==> src/inc/ccr_pkg.sv <==
`default_nettype none
package ccr_pkg;
    localparam int CCR_NREG = 14;
    localparam int CCR_NCH = 4;
    localparam int CCR_W = 24;
    // Register slots, in address order
    localparam int SLOT_CURRENT1_GAIN = 0;
    localparam int SLOT_VOLTAGE1_DC_OFFSET = 1;
    localparam int SLOT_VOLTAGE1_GAIN = 2;
    localparam int SLOT_ACTIVE_POWER1_OFFSET = 3;
    localparam int SLOT_CURRENT1_AC_OFFSET = 4;
    localparam int SLOT_REACTIVE_POWER1_OFFSET = 5;
    localparam int SLOT_CURRENT2_GAIN = 6;
    localparam int SLOT_VOLTAGE2_DC_OFFSET = 7;
    localparam int SLOT_VOLTAGE2_GAIN = 8;
    localparam int SLOT_ACTIVE_POWER2_OFFSET = 9;
    localparam int SLOT_CURRENT2_AC_OFFSET = 10;
    localparam int SLOT_REACTIVE_POWER2_OFFSET = 11;
    localparam int SLOT_TEMPERATURE_SCALE = 12;
    localparam int SLOT_TEMPERATURE_SHIFT = 13;
    localparam logic [0:13][5:0] CCR_ADDR = '{
        6'h21, 6'h22, 6'h23, 6'h24, 6'h25, 6'h26, 6'h28,
        6'h29, 6'h2A, 6'h2B, 6'h2C, 6'h2D, 6'h36, 6'h37};
    localparam logic [23:0] GAIN_UNITY = 24'h400000;
    localparam logic [23:0] ZERO24 = 24'h000000;
    localparam logic [23:0] TSCALE_RST = 24'h06B716;
    localparam logic [23:0] TSHIFT_RST = 24'hD53998;
    localparam logic [23:0] POS_MAX = 24'h7FFFFF;
    localparam logic [23:0] NEG_MAX = 24'h800000;
    localparam logic [23:0] ALL_ONES = 24'hFFFFFF;
    localparam logic [0:13][23:0] CCR_RST = '{
        GAIN_UNITY, ZERO24, GAIN_UNITY, ZERO24, ZERO24, ZERO24, GAIN_UNITY,
        ZERO24, GAIN_UNITY, ZERO24, ZERO24, ZERO24, TSCALE_RST, TSHIFT_RST};
    // Channel order: 0 voltage1, 1 current1, 2 voltage2, 3 current2
    localparam logic [0:3][3:0] GAIN_SLOT = '{4'd2, 4'd0, 4'd8, 4'd6};
    localparam logic [0:3][3:0] DC_SLOT = '{4'd1, 4'd0, 4'd7, 4'd0};
    localparam logic [0:3] CH_IS_VOLT = 4'b1010;
    // Reciprocal: 2^44 / gain, one dividend bit per cycle
    localparam logic [5:0] DIV_LAST_BIT = 6'd44;
    localparam int TEMP_FRAC = 16;

    typedef enum logic [1:0] {
        CCR_IDLE = 2'b00,
        CCR_DIV = 2'b01,
        CCR_FIN = 2'b10
    } ccr_state_t;

    typedef struct packed {
        logic wr;
        logic rd;
        logic [5:0] addr;
        logic [23:0] wdata;
    } ccr_reg_req_t;

    typedef struct packed {
        logic start;
        logic gain_kind;
        logic [3:0] sel;
        logic [3:0][23:0] meas;
    } ccr_cal_req_t;

    typedef struct packed {
        logic [23:0] p1;
        logic [23:0] q1;
        logic [23:0] p2;
        logic [23:0] q2;
        logic [23:0] irms1;
        logic [23:0] irms2;
        logic [23:0] temp;
    } ccr_meas_t;
endpackage
`default_nettype wire

==> src/rtl/ccr_bank.sv <==
// Contract
// - Reset clears both voltage DC offsets
// - DC calibration stores negated measured offset
// - Host may write DC offsets directly
// - DC offsets are signed one-dot-23 fractions
// - Reset loads all gains with unity
// - Gain calibration stores reciprocal of gain
// - Gains are unsigned two-dot-22 values
// - Active offset added to averaged active power
// - Reactive offset added to averaged reactive power
// - AC offsets reset zero, act on RMS
// - AC offsets are unsigned pure fractions
// - Raw temperature multiplied by temperature scale
// - Temperature scale is unsigned eight-dot-16
// - Signed temperature shift added after scaling
// - Data ready raised when calibration completes
`timescale 1ns/1ps
`default_nettype none
module ccr_bank (
    input wire logic clk_sys_i,
    input wire logic arst_n_i,
    input wire ccr_pkg::ccr_reg_req_t reg_req_i,
    output var logic [23:0] reg_rdata_o,
    input wire ccr_pkg::ccr_cal_req_t cal_req_i,
    output var logic cal_busy_o,
    output var logic cal_done_o,
    input wire logic data_ready_flag_clear_i,
    output var logic data_ready_flag_o,
    input wire logic meas_valid_i,
    input wire ccr_pkg::ccr_meas_t meas_i,
    output var ccr_pkg::ccr_meas_t result_o
);
    logic [1:0] rst_sync;
    logic rst_n;
    always_ff @(posedge clk_sys_i or negedge arst_n_i) begin
        if (!arst_n_i) begin
            rst_sync <= 2'b00;
        end else begin
            rst_sync <= {rst_sync[0], 1'b1};
        end
    end
    assign rst_n = rst_sync[1];

    ccr_pkg::ccr_state_t state;
    ccr_pkg::ccr_state_t next_state;
    logic [5:0] bit_cnt;
    logic [3:0] sel_q;
    logic [23:0] coef [ccr_pkg::CCR_NREG];
    logic [ccr_pkg::CCR_NREG-1:0] host_hit;
    logic [ccr_pkg::CCR_NREG-1:0] cal_wr;
    logic [23:0] cal_val [ccr_pkg::CCR_NREG];
    logic [3:0] gain_wr;
    logic [3:0] dc_wr;
    logic [23:0] gain_res [ccr_pkg::CCR_NCH];
    logic [23:0] dc_res [ccr_pkg::CCR_NCH];
    logic [23:0] next_rdata;

    wire idle = (state == ccr_pkg::CCR_IDLE);
    wire start_ok = idle && cal_req_i.start;
    wire start_gain = start_ok && cal_req_i.gain_kind;
    wire start_dc = start_ok && !cal_req_i.gain_kind;
    wire div_end = (state == ccr_pkg::CCR_DIV) && (bit_cnt == 6'd0);
    wire fin = (state == ccr_pkg::CCR_FIN);

    always_comb begin
        next_state = state;
        unique case (state)
            ccr_pkg::CCR_IDLE: begin
                if (start_gain) begin
                    next_state = ccr_pkg::CCR_DIV;
                end
            end
            ccr_pkg::CCR_DIV: begin
                if (div_end) begin
                    next_state = ccr_pkg::CCR_FIN;
                end
            end
            ccr_pkg::CCR_FIN: next_state = ccr_pkg::CCR_IDLE;
            default: next_state = ccr_pkg::CCR_IDLE;
        endcase
    end

    always_ff @(posedge clk_sys_i or negedge rst_n) begin
        if (!rst_n) begin
            state <= ccr_pkg::CCR_IDLE;
            bit_cnt <= 6'd0;
            sel_q <= 4'h0;
        end else begin
            state <= next_state;
            if (start_gain) begin
                bit_cnt <= ccr_pkg::DIV_LAST_BIT;
                sel_q <= cal_req_i.sel;
            end else if (state == ccr_pkg::CCR_DIV && bit_cnt != 6'd0) begin
                bit_cnt <= bit_cnt - 6'd1;
            end
        end
    end

    // Per-channel calibration math
    genvar c;
    generate
        for (c = 0; c < ccr_pkg::CCR_NCH; c++) begin : g_ch
            logic [24:0] rem;
            logic [23:0] quo;
            logic [23:0] den;
            logic ovf;
            wire dbit = (bit_cnt == ccr_pkg::DIV_LAST_BIT);
            wire [24:0] trial = {rem[23:0], dbit};
            wire take = (trial >= {1'b0, den});
            wire [24:0] next_rem = take ? (trial - {1'b0, den}) : trial;
            wire [23:0] m = cal_req_i.meas[c];
            wire [23:0] neg = 24'(~m + 24'h000001);
            always_ff @(posedge clk_sys_i or negedge rst_n) begin
                if (!rst_n) begin
                    rem <= 25'h0000000;
                    quo <= 24'h000000;
                    den <= 24'h000000;
                    ovf <= 1'b0;
                end else if (start_gain) begin
                    rem <= 25'h0000000;
                    quo <= 24'h000000;
                    den <= m;
                    ovf <= 1'b0;
                end else if (state == ccr_pkg::CCR_DIV) begin
                    rem <= next_rem;
                    quo <= {quo[22:0], take};
                    ovf <= ovf | quo[23];
                end
            end
            // Quotient above 4.0 cannot be held, so it saturates
            assign gain_res[c] = ovf ? ccr_pkg::ALL_ONES : quo;
            // Minus one has no positive twin in this format
            assign dc_res[c] = (m == ccr_pkg::NEG_MAX) ? ccr_pkg::POS_MAX : neg;
            assign gain_wr[c] = fin && sel_q[c];
            assign dc_wr[c] = start_dc && cal_req_i.sel[c] && ccr_pkg::CH_IS_VOLT[c];
        end
    endgenerate

    always_comb begin
        for (int k = 0; k < ccr_pkg::CCR_NREG; k++) begin
            cal_wr[k] = 1'b0;
            cal_val[k] = ccr_pkg::ZERO24;
            for (int j = 0; j < ccr_pkg::CCR_NCH; j++) begin
                if (gain_wr[j] && ccr_pkg::GAIN_SLOT[j] == 4'(k)) begin
                    cal_wr[k] = 1'b1;
                    cal_val[k] = gain_res[j];
                end
                if (dc_wr[j] && ccr_pkg::DC_SLOT[j] == 4'(k)) begin
                    cal_wr[k] = 1'b1;
                    cal_val[k] = dc_res[j];
                end
            end
        end
    end

    // Coefficient store; calibration beats a host write in the same cycle
    genvar k;
    generate
        for (k = 0; k < ccr_pkg::CCR_NREG; k++) begin : g_reg
            assign host_hit[k] = reg_req_i.wr && (reg_req_i.addr == ccr_pkg::CCR_ADDR[k]);
            always_ff @(posedge clk_sys_i or negedge rst_n) begin
                if (!rst_n) begin
                    coef[k] <= ccr_pkg::CCR_RST[k];
                end else if (cal_wr[k]) begin
                    coef[k] <= cal_val[k];
                end else if (host_hit[k]) begin
                    coef[k] <= reg_req_i.wdata;
                end
            end
        end
    endgenerate

    always_comb begin
        next_rdata = ccr_pkg::ZERO24;
        for (int r = 0; r < ccr_pkg::CCR_NREG; r++) begin
            if (reg_req_i.addr == ccr_pkg::CCR_ADDR[r]) begin
                next_rdata = coef[r];
            end
        end
    end

    // Result datapath
    function automatic logic [23:0] sat_add(input logic [23:0] a, input logic [23:0] b);
        logic [24:0] s;
        s = {a[23], a} + {b[23], b};
        if (s[24] != s[23]) begin
            sat_add = s[24] ? ccr_pkg::NEG_MAX : ccr_pkg::POS_MAX;
        end else begin
            sat_add = s[23:0];
        end
    endfunction

    function automatic logic [23:0] rms_trim(input logic [23:0] raw, input logic [23:0] off);
        logic [24:0] d;
        d = {1'b0, raw} - {1'b0, off};
        rms_trim = d[24] ? ccr_pkg::ZERO24 : d[23:0];
    endfunction

    wire signed [48:0] t_prod = $signed(meas_i.temp) *
        $signed({1'b0, coef[ccr_pkg::SLOT_TEMPERATURE_SCALE]});
    wire [23:0] t_shift = coef[ccr_pkg::SLOT_TEMPERATURE_SHIFT];
    wire signed [48:0] t_sum = t_prod +
        $signed({{9{t_shift[23]}}, t_shift, 16'h0000});
    // Keep 8.16 out of a 16.32 sum, clamping what does not fit
    wire t_fits = (t_sum[48:39] == {10{t_sum[39]}});
    wire [23:0] t_res = t_fits ? t_sum[39:16] :
        (t_sum[48] ? ccr_pkg::NEG_MAX : ccr_pkg::POS_MAX);

    ccr_pkg::ccr_meas_t next_result;
    always_comb begin
        next_result.p1 = sat_add(meas_i.p1, coef[ccr_pkg::SLOT_ACTIVE_POWER1_OFFSET]);
        next_result.p2 = sat_add(meas_i.p2, coef[ccr_pkg::SLOT_ACTIVE_POWER2_OFFSET]);
        next_result.q1 = sat_add(meas_i.q1, coef[ccr_pkg::SLOT_REACTIVE_POWER1_OFFSET]);
        next_result.q2 = sat_add(meas_i.q2, coef[ccr_pkg::SLOT_REACTIVE_POWER2_OFFSET]);
        next_result.irms1 = rms_trim(meas_i.irms1, coef[ccr_pkg::SLOT_CURRENT1_AC_OFFSET]);
        next_result.irms2 = rms_trim(meas_i.irms2, coef[ccr_pkg::SLOT_CURRENT2_AC_OFFSET]);
        next_result.temp = t_res;
    end

    wire cal_finish = fin || start_dc;

    always_ff @(posedge clk_sys_i or negedge rst_n) begin
        if (!rst_n) begin
            reg_rdata_o <= 24'h000000;
            cal_busy_o <= 1'b0;
            cal_done_o <= 1'b0;
            data_ready_flag_o <= 1'b0;
            result_o <= '0;
        end else begin
            if (reg_req_i.rd) begin
                reg_rdata_o <= next_rdata;
            end
            cal_busy_o <= (next_state != ccr_pkg::CCR_IDLE);
            cal_done_o <= cal_finish;
            // Set wins so a completion is never lost to a clear
            if (cal_finish) begin
                data_ready_flag_o <= 1'b1;
            end else if (data_ready_flag_clear_i) begin
                data_ready_flag_o <= 1'b0;
            end
            if (meas_valid_i) begin
                result_o <= next_result;
            end
        end
    end

    // Checks
    dc_cal_neg_a: assert property (@(posedge clk_sys_i) disable iff (!rst_n)
        (start_dc && cal_req_i.sel[0] && cal_req_i.meas[0] != ccr_pkg::NEG_MAX)
        |=> coef[ccr_pkg::SLOT_VOLTAGE1_DC_OFFSET] == 24'(-$past(cal_req_i.meas[0])))
        else $error("voltage1 offset not negated measurement");

    host_write_a: assert property (@(posedge clk_sys_i) disable iff (!rst_n)
        (host_hit[ccr_pkg::SLOT_VOLTAGE2_DC_OFFSET] && !cal_wr[ccr_pkg::SLOT_VOLTAGE2_DC_OFFSET])
        |=> coef[ccr_pkg::SLOT_VOLTAGE2_DC_OFFSET] == $past(reg_req_i.wdata))
        else $error("host write to voltage2 offset lost");

    gain_unity_a: assert property (@(posedge clk_sys_i) disable iff (!rst_n)
        (start_gain && cal_req_i.sel[1] && cal_req_i.meas[1] == ccr_pkg::GAIN_UNITY)
        |=> cal_busy_o [*8] ##[38:40] (cal_done_o
        && coef[ccr_pkg::SLOT_CURRENT1_GAIN] == ccr_pkg::GAIN_UNITY))
        else $error("unity gain calibration result or timing wrong");

    unselected_a: assert property (@(posedge clk_sys_i) disable iff (!rst_n)
        (fin && !sel_q[2] && !host_hit[ccr_pkg::SLOT_VOLTAGE2_GAIN])
        |=> $stable(coef[ccr_pkg::SLOT_VOLTAGE2_GAIN]))
        else $error("unselected gain changed by calibration");

    active_off_a: assert property (@(posedge clk_sys_i) disable iff (!rst_n)
        (meas_valid_i && meas_i.p1 == 24'h000000)
        |=> result_o.p1 == $past(coef[ccr_pkg::SLOT_ACTIVE_POWER1_OFFSET]))
        else $error("active power offset not applied");

    reactive_off_a: assert property (@(posedge clk_sys_i) disable iff (!rst_n)
        (meas_valid_i && coef[ccr_pkg::SLOT_REACTIVE_POWER2_OFFSET] == 24'h000000)
        |=> result_o.q2 == $past(meas_i.q2))
        else $error("zero reactive offset altered result");

    rms_floor_a: assert property (@(posedge clk_sys_i) disable iff (!rst_n)
        (meas_valid_i && meas_i.irms1 < coef[ccr_pkg::SLOT_CURRENT1_AC_OFFSET])
        |=> result_o.irms1 == 24'h000000)
        else $error("rms below ac offset not floored");

    temp_unity_a: assert property (@(posedge clk_sys_i) disable iff (!rst_n)
        (meas_valid_i && coef[ccr_pkg::SLOT_TEMPERATURE_SCALE] == 24'h010000
        && coef[ccr_pkg::SLOT_TEMPERATURE_SHIFT] == 24'h000000)
        |=> result_o.temp == $past(meas_i.temp))
        else $error("unity temperature scale changed result");

    data_ready_flag_set_a: assert property (@(posedge clk_sys_i) disable iff (!rst_n)
        cal_finish |=> (cal_done_o && data_ready_flag_o))
        else $error("data ready not raised on completion");

    cov_dc_c: cover property (@(posedge clk_sys_i) disable iff (!rst_n) start_dc);
    cov_gain_c: cover property (@(posedge clk_sys_i) disable iff (!rst_n)
        fin ##1 cal_done_o);
    cov_write_c: cover property (@(posedge clk_sys_i) disable iff (!rst_n) |host_hit);
    cov_clear_c: cover property (@(posedge clk_sys_i) disable iff (!rst_n)
        data_ready_flag_o ##1 !data_ready_flag_o);
endmodule // ccr_bank
`default_nettype wire

==> config.mk <==
export PLATFORM = sky130hd
export DESIGN_NAME = ccr_bank
export DESIGN_NICKNAME = d
export VERILOG_FILES = /design/src/inc/ccr_pkg.sv /design/src/rtl/ccr_bank.sv
export SDC_FILE = /design/constraint.sdc
export NUM_CORES = 2
export LEC_CHECK = 0
export BUFFER_PORTS_ARGS = -buffer_cell sky130_fd_sc_hd__buf_2
export CAP_MARGIN = 30
export CORE_UTILIZATION = 39
export CTS_CLUSTER_SIZE = 24
export DETAILED_ROUTE_END_ITERATION = 12
export PLACE_DENSITY = 0.58
export SETUP_SLACK_MARGIN = 0.5
export SYNTH_ARGS = -nofsm -noshare
export SYNTH_HDL_FRONTEND = slang
export SYNTH_SLANG_ARGS = --single-unit
==> constraint.sdc <==
create_clock -name clk_sys_i -period 57.1 [get_ports clk_sys_i]
set_clock_uncertainty 0.15 [all_clocks]
set_input_delay 11.42 -clock clk_sys_i [delete_from_list [all_inputs] [get_ports clk_sys_i]]
set_output_delay 11.42 -clock clk_sys_i [all_outputs]
set_load 0.01 [all_outputs]
* Yosys cells after proc, flatten, opt, wreduce, memory -nomap -nowiden
Index checks and enable logic that the tools add are counted. Widths: inputs -> output; s select.
Storage, ports and cells: register bits after elaboration 837, output and inout bits 195, input bits 306, logic and storage cells 225
Operators by class: $add $sub $neg 14, reduce and logical (&&, ||, !) cells 40, mux-type cells 91, bitwise logic cells 6, equal/unequal tests 24, $lt $le $gt $ge 4, multipliers 1
Operators by type and width (count):
- $mux 24 | 70
- $add 24x24->25 | 4
- $ge 25x24->1 | 4
- $sub 24x24->24 | 4
- $eq 6x6->1 const B | 15
- $sub 24x24->25 | 2
- $add 49x40->49 | 1
- $mul 24x25->49 | 1
- $add 24x1->24 const B | 2
- $eq 24x24->1 const B | 2
- $not 24->24 | 2
- $logic_and 1x1->1 | 25
- $reduce_bool 2->1 | 10
- $mux 1 | 16
- $mux 6 | 2
- $eq 9x9->1 | 1
- $logic_not 6->1 | 1
- $reduce_bool 6->1 | 1
- $sub 6x1->6 const B | 1
- $mux 2 | 2
- $ne 1x1->1 | 4
- $or 1x1->1 | 4
- $pmux 2 s2 | 1
- $eq 2x1->1 const B | 1
- 4 further kinds | 4

* Depth between registers and ports, before layout
depth after elaboration 15, mapped depth 31, gate-level depth less buffers 27

* Least setup slack after synthesis
No wires, ideal clock.
path type input port to flip-flop, from input meas_i[0] (netlist name), to register result_o[10] (netlist name), arrival time 18162 ps, setup time 135 ps, data required time 56815 ps, buffers on the path 2, stages on the path 27, slack 38653 ps, cells stage by stage clkbuf_1 > nand2_1 > fa_1 > inv_1 > fa_1 > inv_1 > fa_1 > fa_1 > inv_1 > fa_1 > fa_1 > inv_1 > fa_1 > inv_1 > ha_1 > nand2_1 > o21ai_1 > a221oi_2 > o21ai_1 > o2111ai_1 > nand2_1 > or4b_1 > o311ai_1 > a41oi_1 > buf_2 > o211ai_1 > o21ai_0
Between the ends: cells in the longest elaborated chain, start to end 4, elaborated cells between the ends (all ways) 5
RTL lines:
- start: declaration | RTL line ccr_bank.sv:30 | input wire ccr_pkg::ccr_meas_t meas_i,
- $mul 24x25->49 * | RTL line ccr_bank.sv:199 | wire signed [48:0] t_prod = $signed(meas_i.temp) *
- $add 49x40->49 * | RTL line ccr_bank.sv:202 | wire signed [48:0] t_sum = t_prod +
- $eq 9x9->1 or $mux 24 (tied branches) | RTL line ccr_bank.sv:205, ccr_bank.sv:207
- $mux 24 * | RTL line ccr_bank.sv:206 | wire [23:0] t_res = t_fits ? t_sum[39:16] :
- end signal: assignment | RTL line ccr_bank.sv:242 | result_o <= next_result;
- end: declaration | RTL line ccr_bank.sv:31 | output var ccr_pkg::ccr_meas_t result_o
Mark *: on every way between the ends. The rest lies on a longest branch, timed or not. A chain may end at the register's enable or synchronous reset.

* Final worst setup path
from input meas_i[13] (netlist name), to register result_o[20] (netlist name)
The elaborated chain is that of the path after synthesis.

==> results.md <==
- Switching portion of total power: between 40% and 50%
- Minimum clock period: between 15 and 20 ns
- Top FF cell, synth: dfrtp_1
- Max H-tree Level: 3
- Worst endpoint data arrival time: 19.47 ns
- Max_slew headroom: 26.2%
- Synth Area in Compound Gates: between 10% and 20%
- Sw power: ~1.8 mW
- CP startpoint kind: primary input
- Std-Cell Rows: 152
- Post-cts gate resize count: 0
- Combinational family with the most area after synthesis: adder cells
- Total power: 3.70 mW
- Internal Pwr Total: 1.95 mW
- CP endpoint kind: flip-flop
- RSZ-0062 raised after global routing: no
- DR DRC count: 0
- Clock slew at reported path FFs: 0.06 ns
- Crit-path leading delay family: adder cells
- Max cap viols: 0
- Max-slew violations: 0
- Hold Vio Cnt, Final: 0
- Final Setup Violations: 0
- Area Growth Syn to Fin: 12.5%
- Synth Area in Adders: 23.4%
- CTS Buf Count: between 90 and 100
- Setup TNS: 0 ns
- Placed Area: 0.0725 mm2
- Largest stage delay on the critical path: 0.56 ns
- Bufs and invs on worst path: 6
- Die Area: 0.175 mm2
- Flop pwr share: 19.9%
- Reg2reg end: result_o[20]
- Buffers on Ports: 500
- Post-CTS Hold Buffers: 0
- DR vias/cell: 5.48
- Actual slew at the worst max-slew pin: 1.11 ns
- Die Y: 419 um
- Mapped Avg Cell Area: just over 9 um2
- Sequential-to-total area share from yosys stat: 31.0%
- R2R Path Start: coef[42]
- Mapped Area: 0.0677 mm2
- Xor and xnor area share after synthesis: 3.22%
- Crit-path max FO: 24
- Cell Pwr Density: 48.6 mW/mm2
- Netlist cell types: 95
- GRT Total Usage: 25.8%
- Share of layout cells above drive strength 1: between 10% and 20%
- Root Buffer: clkbuf_16
- Async SR Flop Fraction: 100%
- Simple-gate share of the synthesized area: 14.9%
- Wirelength per Cell: 22.6 um
- Initial antenna violation count: 76
- DRT iter0 DRCs: between 4000 and 5000
- Vias: 55500
- Largest net degree at the start of global routing: 212
- CP Depth: 26
- EDFF count, synth: 0
- Syn nets: 8694
- Routed WL: 229 mm
- End point of the critical path: result_o[20]
- Clk pwr share: 18.3%
- Max Buffers Root-to-Sink: 3
- CTS sink count: 837
- Post-CTS setup buffers: 0
- Final Wtd Congestion: 0.934
- Comb pwr share: approximately three fifths
- Routed Antenna Nets: 0
- HP Class: reg -> async
- Chip width: between 400 and 500 um
- CP Class: in -> reg
- Post-synthesis cell count: 7436
- Mux share of post-synthesis cell area: 4.92%
- Remaining global-route overflow: 0
- FF-to-FF path depth: 25
- Drt pass-1 iters: 9
- Yosys reg bits: 837
- Initial Util: roughly two fifths
- CP required: 57.52 ns
- Global-route wire length before repair: 344 mm
- Peak supply drop: 0.0970 mV
- I/O pins: 501
- Lkg Pwr: 36.5 nW
- Status: finished, final reports clean
- Vias in the first global route: between 50000 and 60000
- Max Freq: 52.5 MHz
- Post-DP HPWL: ~170 mm
- Start point of the critical path: meas_i[13]
- Most frequent CP cell: fa_1
- Synth warn: 0
- CTS tree: done
- Worst path slowest cell: buf_2
- R2R Setup Slk: a little under 50 ns
- Design area: 0.0762 mm2
- Clk Latency, worst-skew pair: 0.74 ns
- Core area: approximately 0.17 mm2
- Final period utilization: 33.4%
- Layout Nets: between 8000 and 9000
[stage by stage]
stage / worst slack, ns / std cells / hold slack [ns] / util [%]
finish: 38.05 / 10100 / 0.153 / 44.3
CTS: 38.15 / 10100 / 0.183 / 44.2
floorplan: 31.94 / 7436 / 0.181 / -
global route: 37.65 / 10100 / 0.203 / 44.3
global placement: 37.36 / 9907 / 0.179 / 42.0
detailed placement: 37.43 / 9920 / 0.181 / 42.1
[flip-flops by register name, indices dropped and copies added, names as in the netlist]
signal	cells
reg_rdata_o	24
rst_sync	2
coef	312
state	2
sel_q	4
data_ready_flag_o	1
g_ch.rem	96
g_ch.ovf	4
g_ch.den	96
cal_done_o	1
bit_cnt	6
result_o	168
cal_busy_o	1
t_shift	24
g_ch.quo	96
[worst min path at each step]
| stage | from | endpoint | cells past startpoint |
|---|---|---|---|
| finish | rst_sync[1] | g_ch[2].den[7] | 0 |
| global route | rst_sync[1] | g_ch[2].den[7] | 0 |
| floorplan | rst_sync[0] | rst_sync[1] | 0 |
| detailed placement | rst_sync[1] | g_ch[2].den[9] | 0 |
| CTS | rst_sync[1] | g_ch[2].den[7] | 0 |
| global placement | rst_sync[1] | g_ch[2].den[7] | 0 |
[routing by layer]
| layer | up-vias | share of wire (%) | track usage [%] |
|---|---|---|---|
| li1 | 25500 | - | - |
| met1 | 27600 | 41 | 32.8 |
| met2 | 1809 | 48 | 43.3 |
| met3 | 486 | 6.3 | 4.80 |
| met4 | 32 | 4.1 | 10.0 |
| met5 | - | 0.095 | 0 |
[power groups by stage]
stage          clock, mW  combinational (mW)  sequential (mW)
6_report           0.677                2.29            0.736
5_1_grt            0.711                2.55            0.742
4_1_cts            0.690                2.27            0.736
3_5_place_dp           0                2.26            0.745
3_3_place_gp           0                2.23            0.745
2_1_floorplan          0                1.59            0.746
[synth_stat cells, drive strengths merged (10+ instances only)]
cell,instances,area (um2)
a31o,10,87.6
o2111ai,10,87.6
nor4,14,93.8
o21a,33,248
o21ai,680,3410
or2,18,113
o22ai,91,569
dfrtp,810,20300
xnor2,169,1480
nor3b,10,75.1
xor2,80,701
ha,429,5370
nor3,90,450
and3,29,181
nor2b,87,544
a21boi,15,113
clkbuf,374,1400
mux2,222,2500
a21oi,230,1170
o211ai,33,248
fa,523,10500
a22o,12,105
or3,119,744
a311o,23,230
o31ai,36,284
o2bb2ai,119,1040
a211oi,42,325
and2,252,1580
mux2i,74,741
a31oi,27,169
a221oi,25,231
a211o,12,105
inv,880,3300
nor2,344,1290
a22oi,44,330
nand4,39,244
nand2b,53,332
buf,39,198
nand3,114,571
nand2,969,3640
a21o,93,698
o21bai,25,188
dfstp,27,709
[placed cells by master, fill, tap and decap left out, types with 35 or more instances in the layout]
cell type | Yosys | final
nor3_1 | 90 | 88
clkbuf_16 | 0 | 98
dfrtp_1 | 810 | 809
ha_1 | 429 | 429
xnor2_1 | 169 | 169
inv_1 | 879 | 879
a22oi_1 | 44 | 44
and2_1 | 250 | 250
buf_2 | 20 | 499
or3_1 | 119 | 119
nor2b_1 | 87 | 85
o31ai_1 | 35 | 35
nand3_1 | 114 | 113
a21oi_1 | 227 | 223
nand2_1 | 967 | 967
o21ai_0 | 658 | 657
a211oi_1 | 40 | 40
a21o_1 | 93 | 93
xor2_1 | 80 | 80
fa_1 | 523 | 523
mux2_2 | 221 | 221
mux2i_1 | 74 | 74
o22ai_1 | 91 | 91
buf_4 | 3 | 74
nand2b_1 | 53 | 52
o2bb2ai_1 | 119 | 119
nor2_1 | 344 | 341
nand4_1 | 39 | 39
[cell type report]
type                            instances  area [um2]
Fill cell                           16900       95900
Multi-Input combinational cell       5306       42000
Sequential cell                       837       21000
Timing Repair Buffer                  592        3490
Inverter                              880        3310
Tap cell                             2310        2890
Clock buffer                          134        2840
Clock inverter                         45         624
Antenna cell                           33        82.6
[kinds of logic (layout without fill, tap and decap cells)]
family,Yosys count,after routing
adders and majority gates,952,952
xor gates and xnor gates,249,249
buffers and inverters,1293,1651
and+or+nand+nor,2169,2169
muxes,300,300
AOI/OAI and AO/OA,1635,1635
DFF,837,837
other,1,34
No activity file was read; power rests on OpenSTA's default activity.
